==> src/design/prdl_pkg.sv <==
// Purpose: constants, codewords and types for the primary-rate data link messaging block.
// Assumes: 125 MHz clock; codeword low bytes are kept as printed, leftmost bit sent first.
// Notes: times are kept in their own units and converted to cycles here.
// Operation
// - Send a priority codeword repeatedly, unbroken, while its trigger condition lasts.
// - Priority repetition may pause at most 100 ms, at most once per second; the pause re-arms at every second tick, so two can run back to back.
// - On local frame alignment loss send remote alarm codeword, at least one second.
// - Send loopback retention codeword continuously while the loop needs sustaining.
// - A line loopback returns the whole received signal, framing bits included.
// - Four line loopback operate codes, one own release, one shared universal release.
// - Payload loopback returns information bits only; framing bits are regenerated locally.
// - Payload loopback has own operate and release codes and obeys universal release.
// - Protection operate codeword carries line number, LSB sent first, lines 1 to 27.
// - Protection switching also has a release codeword and an acknowledge codeword.
// - Ten synchronization status codewords exist; a network may use a subset.
// - Count tracked events per contiguous second; send a report once each second.
// - A report frame is 15 bytes including both flags.
// - The information field is eight octets covering the four latest seconds.
// - Each second advance a modulo 4 counter and fill octets 5 and 6.
// - Older octet pairs shift down two places; the oldest pair is dropped.
// - The report uses SAPI 14.
// - C/R is 1 inside the network, 0 in a customer installation.
// - TEI is zero; EA is 0 with the SAPI and 1 with the TEI.
// - Track check bit errors, alignment errors, bipolar violations, slips, payload loop.
// - Two or more alignment errors in one 3 ms window flag a severe event.
// - Every report octet is sent rightmost bit first.
// - The data link uses the first bit of odd frames from frame 1.
// - Codewords are 16 bits: ones, a zero, six message bits, a zero.
// - With nothing pending the link carries the flag pattern 01111110 repeatedly.
// - Starting any codeword aborts a performance report in progress.
package prdl_pkg;
    localparam int unsigned CLK_MHZ = 125;
    localparam int unsigned SEC_MS = 1000;
    localparam int unsigned PAUSE_MS = 100;
    localparam int unsigned GUARD_US = 4000;
    localparam int unsigned SEFW_US = 3000;
    localparam int unsigned SEC_CYC = SEC_MS * 1000 * CLK_MHZ;
    localparam int unsigned PAUSE_CYC = (PAUSE_MS * 1000 - GUARD_US) * CLK_MHZ;
    localparam int unsigned SEFW_CYC = SEFW_US * CLK_MHZ;
    localparam logic [7:0] A_CTRL = 8'h00;
    localparam logic [7:0] A_MSG = 8'h04;
    localparam logic [7:0] A_STAT = 8'h08;
    localparam logic [7:0] A_HIST0 = 8'h0C;
    localparam logic [7:0] A_HIST1 = 8'h10;
    localparam int C_RET = 0;
    localparam int C_NET = 1;
    localparam int C_MSG = 2;
    localparam int C_RPT = 3;
    localparam int LOOP_N = 4;
    localparam int LB_CIA = 0;
    localparam int LB_CIB = 1;
    localparam int LB_CIC = 2;
    localparam int LB_NA = 3;
    localparam logic [7:0] CW_ONES = 8'hFF;
    localparam logic [7:0] M_RAI = 8'h00;
    localparam logic [7:0] M_RET = 8'h54;
    localparam logic [7:0] M_CIA_OP = 8'h70;
    localparam logic [7:0] M_CIA_REL = 8'h1C;
    localparam logic [7:0] M_CIB_OP = 8'h04;
    localparam logic [7:0] M_CIC_OP = 8'h74;
    localparam logic [7:0] M_PL_OP = 8'h28;
    localparam logic [7:0] M_PL_REL = 8'h4C;
    localparam logic [7:0] M_NA_OP = 8'h48;
    localparam logic [7:0] M_UNIV = 8'h24;
    localparam logic [7:0] M_PS_ACK = 8'h18;
    localparam logic [7:0] M_PS_REL = 8'h64;
    localparam logic [7:0] M_PS_MASK = 8'h83;
    localparam logic [7:0] M_PS_TAG = 8'h02;
    localparam logic [4:0] PS_LINES = 5'h1B;
    localparam logic [7:0] SSM_CODES [10] = '{8'h20, 8'h30, 8'h3E, 8'h08, 8'h14,
                                              8'h44, 8'h1E, 8'h10, 8'h0C, 8'h02};
    localparam logic [7:0] FLAG = 8'h7E;
    localparam logic [7:0] UI_CTRL = 8'h03;
    localparam logic [5:0] SAPI = 6'h0E;
    localparam logic [6:0] TEI = 7'h00;
    localparam logic [3:0] IDX_SAPI = 4'h1;
    localparam logic [3:0] IDX_TEI = 4'h2;
    localparam logic [3:0] IDX_CTL = 4'h3;
    localparam logic [3:0] INFO0 = 4'h4;
    localparam logic [3:0] INFO_LAST = 4'hB;
    localparam logic [3:0] FCS_LO = 4'hC;
    localparam logic [3:0] FCS_HI = 4'hD;
    localparam logic [3:0] RPT_LAST = 4'hE;
    localparam logic [15:0] FCS_INIT = 16'hFFFF;
    localparam logic [15:0] FCS_POLY = 16'h8408;
    localparam logic [2:0] MAX_ONES = 3'h5;
    localparam logic [2:0] CRC_SAT = 3'h7;
    typedef enum logic [2:0] {
        TX_FLAG = 3'b001,
        TX_CODE = 3'b010,
        TX_RPT = 3'b100
    } prdl_tx_t;
endpackage : prdl_pkg

==> src/design/prdl_top.sv <==
// Purpose: data link messaging for a 1544 kbit/s extended multiframe terminal.
// Assumes: framer logic on clk supplies F-bit ticks, events and loss of alignment.
// Notes: loopback outputs steer the framer datapath; this block only decides them.
//
// Implementation choices: the placing of the registers and register access over AHB-Lite.
`timescale 1ns/1ps
module prdl_top #(
    parameter int unsigned SEC_CYCLES = prdl_pkg::SEC_CYC,
    parameter int unsigned PAUSE_CYCLES = prdl_pkg::PAUSE_CYC,
    parameter int unsigned SEFW_CYCLES = prdl_pkg::SEFW_CYC
) (
    input logic clk,
    input logic rst_n,
    input logic hsel,
    input logic [31:0] haddr,
    input logic [1:0] htrans,
    input logic hwrite,
    input logic [2:0] hsize,
    input logic [31:0] hwdata,
    input logic hready,
    output logic hreadyout,
    output logic hresp,
    output logic [31:0] hrdata,
    input logic tx_fbit_tick,
    input logic tx_mf_first,
    output logic dl_tx_bit,
    input logic rx_fbit_tick,
    input logic rx_mf_first,
    input logic rx_fbit,
    input logic frame_alignment_loss,
    input logic crc_err,
    input logic mf_err,
    input logic bpv,
    input logic slip,
    output logic [prdl_pkg::LOOP_N-1:0] line_loop,
    output logic payload_loop
);
    import prdl_pkg::*;

    // ==========
    // Data link slots and timebases
    logic tx_odd;
    logic rx_odd;
    logic tx_slot;
    logic rx_slot;
    logic [31:0] sec_cnt;
    logic sec_tick;
    logic [31:0] win_cnt;
    logic win_end;
    logic win_err;
    logic sef_hit;

    assign tx_slot = tx_fbit_tick & (tx_mf_first | tx_odd);
    assign rx_slot = rx_fbit_tick & (rx_mf_first | rx_odd);
    assign sec_tick = (sec_cnt == SEC_CYCLES - 1);
    assign win_end = (win_cnt == SEFW_CYCLES - 1);
    assign sef_hit = mf_err & win_err;

    always_ff @(posedge clk) begin
        if (!rst_n) begin
            tx_odd <= 1'h0;
            rx_odd <= 1'h0;
        end else begin
            if (tx_fbit_tick) begin
                tx_odd <= tx_mf_first ? 1'h0 : ~tx_odd;
            end
            if (rx_fbit_tick) begin
                rx_odd <= rx_mf_first ? 1'h0 : ~rx_odd;
            end
        end
    end

    always_ff @(posedge clk) begin
        if (!rst_n || sec_tick) begin
            sec_cnt <= 32'h0;
        end else begin
            sec_cnt <= sec_cnt + 32'h1;
        end
    end

    // Windows run back to back; an error in the closing cycle still pairs with that window.
    always_ff @(posedge clk) begin
        if (!rst_n || win_end) begin
            win_cnt <= 32'h0;
            win_err <= 1'h0;
        end else begin
            win_cnt <= win_cnt + 32'h1;
            if (mf_err) begin
                win_err <= 1'h1;
            end
        end
    end

    // ==========
    // Per-second event collection and report history
    logic [2:0] crc_n;
    logic [2:0] crc_new;
    logic fe_s;
    logic se_s;
    logic lv_s;
    logic sl_s;
    logic lb_s;
    logic [7:0] oct_a;
    logic [7:0] info [8];
    logic [1:0] mod4;

    assign crc_new = (crc_err && crc_n != CRC_SAT) ? 3'(crc_n + 3'h1) : crc_n;
    // Tick-cycle events count for the closing second.
    assign oct_a = {lb_s | payload_loop, sl_s | slip, lv_s | bpv, se_s | sef_hit,
                    fe_s | mf_err, crc_new};

    always_ff @(posedge clk) begin
        if (!rst_n || sec_tick) begin
            crc_n <= 3'h0;
            fe_s <= 1'h0;
            se_s <= 1'h0;
            lv_s <= 1'h0;
            sl_s <= 1'h0;
            lb_s <= 1'h0;
        end else begin
            crc_n <= crc_new;
            fe_s <= fe_s | mf_err;
            se_s <= se_s | sef_hit;
            lv_s <= lv_s | bpv;
            sl_s <= sl_s | slip;
            lb_s <= lb_s | payload_loop;
        end
    end

    always_ff @(posedge clk) begin
        if (!rst_n) begin
            mod4 <= 2'h0;
            for (int i = 0; i < 8; i++) begin
                info[i] <= 8'h00;
            end
        end else if (sec_tick) begin
            mod4 <= 2'(mod4 + 2'h1);
            info[0] <= oct_a;
            info[1] <= {6'h00, 2'(mod4 + 2'h1)};
            for (int i = 2; i < 8; i++) begin
                info[i] <= info[i-2];
            end
        end
    end

    // ==========
    // Register file
    logic [3:0] ctrl;
    logic [7:0] msg_raw;
    logic [4:0] msg_ln;
    logic msg_lm;
    logic acc;
    logic wr_q;
    logic [7:0] wa_q;
    logic [31:0] rd_val;
    logic paused;
    logic rai_on;
    logic rpt_busy;
    logic [7:0] rx_msg;
    logic [4:0] rx_line;
    logic rx_ssm;

    assign acc = hsel & hready & htrans[1];
    assign hreadyout = 1'h1;
    assign hresp = 1'h0;

    always_ff @(posedge clk) begin
        if (!rst_n) begin
            wr_q <= 1'h0;
            wa_q <= 8'h00;
        end else begin
            wr_q <= acc & hwrite;
            wa_q <= haddr[7:0];
        end
    end

    always_ff @(posedge clk) begin
        if (!rst_n) begin
            ctrl <= 4'h0;
            msg_raw <= 8'h00;
            msg_ln <= 5'h00;
            msg_lm <= 1'h0;
        end else if (wr_q) begin
            case (wa_q)
                A_CTRL: ctrl <= hwdata[3:0];
                A_MSG: begin
                    msg_raw <= hwdata[7:0];
                    msg_ln <= hwdata[12:8];
                    msg_lm <= hwdata[13];
                end
                default: ;
            endcase
        end
    end

    always_comb begin
        case (haddr[7:0])
            A_CTRL: rd_val = {28'h0, ctrl};
            A_MSG: rd_val = {18'h0, msg_lm, msg_ln, msg_raw};
            A_STAT: rd_val = {10'h0, rx_ssm, rx_line, rx_msg, rpt_busy, paused,
                              payload_loop, line_loop, rai_on};
            A_HIST0: rd_val = {info[3], info[2], info[1], info[0]};
            A_HIST1: rd_val = {info[7], info[6], info[5], info[4]};
            default: rd_val = 32'h0;
        endcase
    end

    always_ff @(posedge clk) begin
        if (!rst_n) begin
            hrdata <= 32'h0;
        end else if (acc && !hwrite) begin
            hrdata <= rd_val;
        end
    end

    // ==========
    // Codeword selection
    logic loss_q;
    logic [31:0] rai_cnt;
    logic prio_on;
    logic pause_used;
    logic [31:0] pause_cnt;
    logic code_req;
    logic [7:0] code_sel;
    logic [7:0] msg_byte;

    assign rai_on = frame_alignment_loss | (rai_cnt != 32'h0);
    assign prio_on = rai_on | ctrl[C_RET];
    assign msg_byte = msg_lm ? {1'h0, msg_ln[0], msg_ln[1], msg_ln[2], msg_ln[3], msg_ln[4],
                                M_PS_TAG[1:0]} : msg_raw;

    // Counting from onset makes even a brief loss alarm for one second.
    always_ff @(posedge clk) begin
        if (!rst_n) begin
            loss_q <= 1'h0;
            rai_cnt <= 32'h0;
        end else begin
            loss_q <= frame_alignment_loss;
            if (frame_alignment_loss && !loss_q) begin
                rai_cnt <= SEC_CYCLES - 1;
            end else if (rai_cnt != 32'h0) begin
                rai_cnt <= rai_cnt - 32'h1;
            end
        end
    end

    // The pause window is shortened by one codeword time, since the codeword in flight finishes.
    always_ff @(posedge clk) begin
        if (!rst_n) begin
            paused <= 1'h0;
            pause_used <= 1'h0;
            pause_cnt <= 32'h0;
        end else begin
            if (sec_tick) begin
                pause_used <= 1'h0;
            end
            if (paused) begin
                pause_cnt <= pause_cnt + 32'h1;
                if (pause_cnt == PAUSE_CYCLES - 1 || !ctrl[C_MSG]) begin
                    paused <= 1'h0;
                end
            end else if (prio_on && ctrl[C_MSG] && !pause_used) begin
                paused <= 1'h1;
                pause_used <= 1'h1;
                pause_cnt <= 32'h0;
            end
        end
    end

    always_comb begin
        code_req = 1'h1;
        if (rai_on && !paused) begin
            code_sel = M_RAI;
        end else if (ctrl[C_RET] && !paused) begin
            code_sel = M_RET;
        end else if (ctrl[C_MSG]) begin
            code_sel = msg_byte;
        end else begin
            code_req = 1'h0;
            code_sel = M_RAI;
        end
    end

    // ==========
    // Transmitter
    prdl_tx_t st;
    logic [7:0] sh;
    logic [15:0] cw;
    logic [3:0] bitn;
    logic [3:0] idx;
    logic [3:0] idx_n;
    logic [2:0] ones;
    logic [15:0] crc;
    logic [15:0] crc_nx;
    logic [7:0] fcs_hi;
    logic [7:0] rb;
    logic rpt_pend;
    logic rpt_start;
    logic stuff_zone;

    assign idx_n = idx + 4'h1;
    assign rpt_busy = (st == TX_RPT);
    assign rpt_start = tx_slot && st == TX_FLAG && bitn == 4'h7 && !code_req && rpt_pend;
    // Stuffing also covers the slot just before the closing flag.
    assign stuff_zone = (idx != 4'h0) && (idx != RPT_LAST || bitn == 4'h0);
    assign crc_nx = {1'h0, crc[15:1]} ^ ((crc[0] ^ sh[0]) ? FCS_POLY : 16'h0);

    always_comb begin
        case (idx_n)
            IDX_SAPI: rb = {SAPI, ctrl[C_NET], 1'h0};
            IDX_TEI: rb = {TEI, 1'h1};
            IDX_CTL: rb = UI_CTRL;
            FCS_LO: rb = ~crc_nx[7:0];
            FCS_HI: rb = fcs_hi;
            RPT_LAST: rb = FLAG;
            default: begin
                rb = FLAG;
                if (idx_n >= INFO0 && idx_n <= INFO_LAST) begin
                    rb = info[3'(idx_n - INFO0)];
                end
            end
        endcase
    end

    always_ff @(posedge clk) begin
        if (!rst_n) begin
            rpt_pend <= 1'h0;
        end else if (sec_tick && ctrl[C_RPT]) begin
            rpt_pend <= 1'h1;
        end else if (rpt_start) begin
            rpt_pend <= 1'h0;
        end
    end

    always_ff @(posedge clk) begin
        if (!rst_n) begin
            st <= TX_FLAG;
            sh <= FLAG;
            cw <= 16'h0;
            bitn <= 4'h0;
            idx <= 4'h0;
            ones <= 3'h0;
            crc <= FCS_INIT;
            fcs_hi <= 8'h00;
            dl_tx_bit <= 1'h0;
        end else if (tx_slot) begin
            case (st)
                TX_FLAG: begin
                    dl_tx_bit <= sh[0];
                    sh <= {1'h0, sh[7:1]};
                    bitn <= 4'(bitn + 4'h1);
                    if (bitn == 4'h7) begin
                        bitn <= 4'h0;
                        sh <= FLAG;
                        if (code_req) begin
                            st <= TX_CODE;
                            cw <= {CW_ONES, code_sel};
                        end else if (rpt_start) begin
                            st <= TX_RPT;
                            idx <= 4'h0;
                            ones <= 3'h0;
                            crc <= FCS_INIT;
                        end
                    end
                end
                TX_CODE: begin
                    dl_tx_bit <= cw[15];
                    cw <= {cw[14:0], 1'h0};
                    bitn <= 4'(bitn + 4'h1);
                    if (bitn == 4'hF) begin
                        bitn <= 4'h0;
                        if (code_req) begin
                            cw <= {CW_ONES, code_sel};
                        end else begin
                            st <= TX_FLAG;
                            sh <= FLAG;
                        end
                    end
                end
                TX_RPT: begin
                    if (code_req) begin
                        // The codeword's ones double as the abort.
                        st <= TX_CODE;
                        dl_tx_bit <= CW_ONES[7];
                        cw <= {CW_ONES[6:0], code_sel, 1'h0};
                        bitn <= 4'h1;
                        idx <= 4'h0;
                    end else if (stuff_zone && ones == MAX_ONES) begin
                        dl_tx_bit <= 1'h0;
                        ones <= 3'h0;
                    end else begin
                        dl_tx_bit <= sh[0];
                        sh <= {1'h0, sh[7:1]};
                        ones <= sh[0] ? 3'(ones + 3'h1) : 3'h0;
                        if (idx >= IDX_SAPI && idx <= INFO_LAST) begin
                            crc <= crc_nx;
                        end
                        bitn <= 4'(bitn + 4'h1);
                        if (bitn == 4'h7) begin
                            bitn <= 4'h0;
                            if (idx == RPT_LAST) begin
                                st <= TX_FLAG;
                                sh <= FLAG;
                                idx <= 4'h0;
                            end else begin
                                idx <= idx_n;
                                sh <= rb;
                                if (idx == INFO_LAST) begin
                                    fcs_hi <= ~crc_nx[15:8];
                                end
                            end
                        end
                    end
                end
                default: begin
                    st <= TX_FLAG;
                    sh <= FLAG;
                    bitn <= 4'h0;
                end
            endcase
        end
    end

    // ==========
    // Receiver and loopback control
    logic [15:0] rx_sh;
    logic [15:0] rx_nx;
    logic rx_hit;
    logic [4:0] ps_line;
    logic ps_ok;
    logic ssm_hit;

    assign rx_nx = {rx_sh[14:0], rx_fbit};
    assign rx_hit = rx_slot && rx_nx[15:8] == CW_ONES && !rx_nx[7] && !rx_nx[0];
    assign ps_line = {rx_nx[2], rx_nx[3], rx_nx[4], rx_nx[5], rx_nx[6]};
    assign ps_ok = ((rx_nx[7:0] & M_PS_MASK) == M_PS_TAG) && ps_line != 5'h00
                   && ps_line <= PS_LINES;

    always_comb begin
        ssm_hit = 1'h0;
        for (int i = 0; i < 10; i++) begin
            if (rx_nx[7:0] == SSM_CODES[i]) begin
                ssm_hit = 1'h1;
            end
        end
    end

    always_ff @(posedge clk) begin
        if (!rst_n) begin
            rx_sh <= 16'h0;
        end else if (rx_slot) begin
            rx_sh <= rx_nx;
        end
    end

    always_ff @(posedge clk) begin
        if (!rst_n) begin
            line_loop <= '0;
            payload_loop <= 1'h0;
            rx_msg <= 8'h00;
            rx_line <= 5'h00;
            rx_ssm <= 1'h0;
        end else if (rx_hit) begin
            rx_msg <= rx_nx[7:0];
            rx_line <= ps_ok ? ps_line : 5'h00;
            rx_ssm <= ssm_hit;
            case (rx_nx[7:0])
                M_CIA_OP: line_loop[LB_CIA] <= 1'h1;
                M_CIB_OP: line_loop[LB_CIB] <= 1'h1;
                M_CIC_OP: line_loop[LB_CIC] <= 1'h1;
                M_NA_OP: line_loop[LB_NA] <= 1'h1;
                M_CIA_REL: line_loop[LB_CIA] <= 1'h0;
                M_PL_OP: payload_loop <= 1'h1;
                M_PL_REL: payload_loop <= 1'h0;
                M_UNIV: begin
                    line_loop <= '0;
                    payload_loop <= 1'h0;
                end
                default: ;
            endcase
        end
    end
endmodule : prdl_top

==> config.mk <==
export PLATFORM = sky130hd
export DESIGN_NAME = prdl_top
export DESIGN_NICKNAME = d
export VERILOG_FILES = /design/src/design/prdl_pkg.sv /design/src/design/prdl_top.sv
export SDC_FILE = /design/constraint.sdc
export NUM_CORES = 1
export LEC_CHECK = 0
export ABC_CLOCK_PERIOD_IN_PS = 4000
export BUFFER_PORTS_ARGS = -buffer_cell sky130_fd_sc_hd__buf_2
export CAP_MARGIN = 20
export CORE_MARGIN = 2
export CORE_UTILIZATION = 30
export DETAILED_ROUTE_END_ITERATION = 12
export HOLD_SLACK_MARGIN = 0.03
export SLEW_MARGIN = 20
export SYNTH_ARGS = -nofsm -noshare
export SYNTH_HDL_FRONTEND = slang
export SYNTH_SLANG_ARGS = --single-unit
==> constraint.sdc <==
create_clock -name clk -period 4 [get_ports clk]
set_input_delay 0.2 -clock clk [delete_from_list [all_inputs] [get_ports clk]]
set_output_delay 0.2 -clock clk [all_outputs]
set_load 0.03 [all_outputs]
==> flow_summary.ini <==
[yosys]
yosysSeqAreaShare_pct = 46.13
yosysWarnings = 0
synth-seq-cells = 335
synth-edff-count = 40
syn_area_um2 = 15410
synth_cells = 1746
syn_area_per_cell_um2 = 8.824
ys_dominant_reg_cell = dfxtp_1
synthArstFlopShare_pct = 0
synth_cell_types = 82

[global_route]
antenna_found_initial = 3
grt_pass1_wl_um = 64520
grt_pass1_vias = 12190
grt_max_degree = 80
track_usage_pct = 14.98
overflow = 0

[route]
via_count = 12650
drtPass1Iterations = 5
ant_nets = 0
drt_first_iter_violations = 998
wire_per_inst_um = 15.95
drc_errors = 0
drt_wl_total_um = 40180
routed_via_density = 5.023

[critical_path]
cpPeakStageDelay_ns = 0.56
r2r_slack_ns = 0.83
cp_slowest_cell = nor4_4
rr_worst_depth = 9
crit_required_ns = 4.44
start_kind = flop
arrival_ns = 3.61
regToRegEndpoint = fcs_hi[6]$_SDFFE_PN0P_
worstSetupEndpointType = flop
worst-path-buf-inv = 1
path_delay_family = simple AND/OR/NAND/NOR gates
startpoint = rai_cnt[0]$_SDFFE_PN0P_
path_cells = inv_1, ha_1, or3b_2, nor4_4, a31o_1, nand3_1, nand2_1, o21ai_0, and2_1
r2r-start = rai_cnt[0]$_SDFFE_PN0P_
crit_type = flop to flop
cp_max_fo = 15

[cts]
clock_latency_ns = 0.55
ctsHtreeMaxLevel = 2
cts-root-buf = clkbuf_16
clockBufferDepth = 3
cts-buffers-inserted = 39
cts_tree = built
cts_sinks = 335
cts.clk_slew.worst_paths_ns = 0.06

[min_path]
min_path_type = input pin to flop
hp-start = hready
holdPathEnd = wr_q$_SDFF_PN0_
min_path_cells = 3

[timing]
finalSetupTns_ns = 0
tightest_slew_ns = 1.025
rsz0062_at_grt = false
maxClockFrequency_mhz = 315.6
setup-violations-final = 0
slew_viol_final = 0
worst_clock_skew_ns = 0.01722
finalHoldViolations = 0
min_period_ns = 3.169
period_share_pct = 79.21
fin_ws_ns = 0.8315
maxSlewHeadroom_pct = 31.21

[floorplanning]
core_um2 = 50990
start_util_pct = 30.21
core.rowCount = 83
pin_count = 124
fp.dieW_um = 230.6
dieArea_um2 = 53180
die_h_um = 230.6

[placed_design]
io_buffers = 69
gp_congestion = 0.8740
dp_cells = 2420
place_hpwl_um = 27890
preCtsSetupSlack_ns = 0.8449

[finish]
synthToLayoutAreaGrowth_pct = 16.47
stdcell_count = 2519
final_common_cell = dfxtp_1
diodes = 0
drive_gt1_share_pct = 11.96
nNetsFinal = 1914
layout_common_cells = dfxtp_1, nor2_1, nand2_1, a21oi_1, nand3_1

[pwr]
p_leak_nw = 6.561
irDropWorstVdd_v = 0.0002448
pwr_density_cell_nw_per_um2 = 413.2

[job]
drv_cap = 0

[status]
status = finished clean
==> tightest hold or removal path: stages <==
cell     delay [ns]
buf_2          0.09
nand3_1        0.18
nor2_1         0.07
==> power breakdown <==
part / total (W) / leakage (nW) / internal, W / switching (W)
registers: 0.00352 / 2.79 / 0.00347 / 0.0000556
logic: 0.000370 / 3.15 / 0.000143 / 0.000227
clock network: 0.00352 / 0.612 / 0.00211 / 0.00141
==> synthesized netlist by cell type, drive strengths merged, types with 8 or more instances <==
master | number | area, µm²
a21oi | 119 | 603.1
a221oi | 8 | 70.07
a22oi | 29 | 217.7
a31oi | 9 | 71.32
and2 | 32 | 200.2
and3 | 43 | 269.0
buf | 21 | 126.4
clkbuf | 80 | 300.3
dfxtp | 295 | 5906
edfxtp | 40 | 1201
ha | 19 | 237.7
inv | 31 | 116.4
mux2 | 11 | 123.9
mux2i | 48 | 480.5
mux4 | 13 | 292.8
nand2 | 142 | 535.5
nand2b | 10 | 62.56
nand3 | 92 | 470.5
nand3b | 8 | 60.06
nand4 | 29 | 187.7
nor2 | 276 | 1039
nor2b | 13 | 81.33
nor3 | 45 | 236.5
nor4 | 30 | 230.2
nor4b | 11 | 96.34
o21ai | 77 | 385.4
or2 | 10 | 62.56
or3 | 17 | 108.9
or4 | 8 | 71.32
xnor2 | 45 | 394.1
xor2 | 47 | 411.6
==> registers in the layout, indices dropped and copies added, names as in the netlist, 16 cells and up <==
register   flops
win_cnt       32
crc           16
pause_cnt     32
rai_cnt       32
sec_cnt       32
hrdata        26
cw            16
info          40
==> cells by family after synthesis <==
group | count (synthesis) | synth area share (%)
AOI/OAI and AO/OA | 307 | 12.40
xor gates and xnor gates | 92 | 5.230
muxes | 72 | 5.823
DFF | 335 | 46.13
and+or+nand+nor | 787 | 25.30
buffers and inverters | 132 | 3.525
adders and majority gates | 19 | 1.543
other | 2 | 0.04875
==> worst max-delay path by stage <==
stage	to	slack, ns	cells after the start
after floorplan	info[0][0]$_SDFFCE_PN0P_	0.53	7
after global routing	fcs_hi[6]$_SDFFE_PN0P_	0.60	9
after global placement	fcs_hi[6]$_SDFFE_PN0P_	0.85	9
final	fcs_hi[6]$_SDFFE_PN0P_	0.83	9
after CTS	fcs_hi[6]$_SDFFE_PN0P_	0.82	9
after detailed placement	fcs_hi[6]$_SDFFE_PN0P_	0.84	9
==> layer usage <==
metal	GRT usage (%)	wire, µm
met5	0	12
met4	4.052	813
met3	4.076	2880
met2	23.52	17810
met1	20.22	18660
==> per-stage QoR <==
step / hold slack, ns / area (µm²) / power, W / utilization, %
3_3_place_gp: 0.4235 / 16390 / 0.003927 / 32.14
3_5_place_dp: 0.4259 / 16390 / 0.003939 / 32.14
5_1_grt: 0.07849 / 17940 / 0.007704 / 35.19
6_report: 0.04923 / 17940 / 0.007415 / 35.19
2_1_floorplan: 0.3158 / 15430 / 0.003838 / -
4_1_cts: 0.03256 / 17940 / 0.007513 / 35.18
==> timing repair <==
action | CTS | global route
hold buffers | 30 | 0
buffers inserted | 0 | 0
endpoints found under the setup margin | 0 | 0
endpoints found under the hold margin | 38 | 0
resized for setup | 0 | 0
==> cell type report <==
| class | instances | area (µm²) |
|---|---|---|
| fillers | 5135 | 33050 |
| multi-input cells | 1285 | 7809 |
| clock inverters | 12 | 145.1 |
| flip-flops and latches | 335 | 7107 |
| clock buffers | 57 | 1105 |
| repair buffers | 119 | 808.3 |
| well taps | 680 | 850.8 |
| inverters | 31 | 118.9 |
Note: power is estimated with default switching activity, not from simulation.
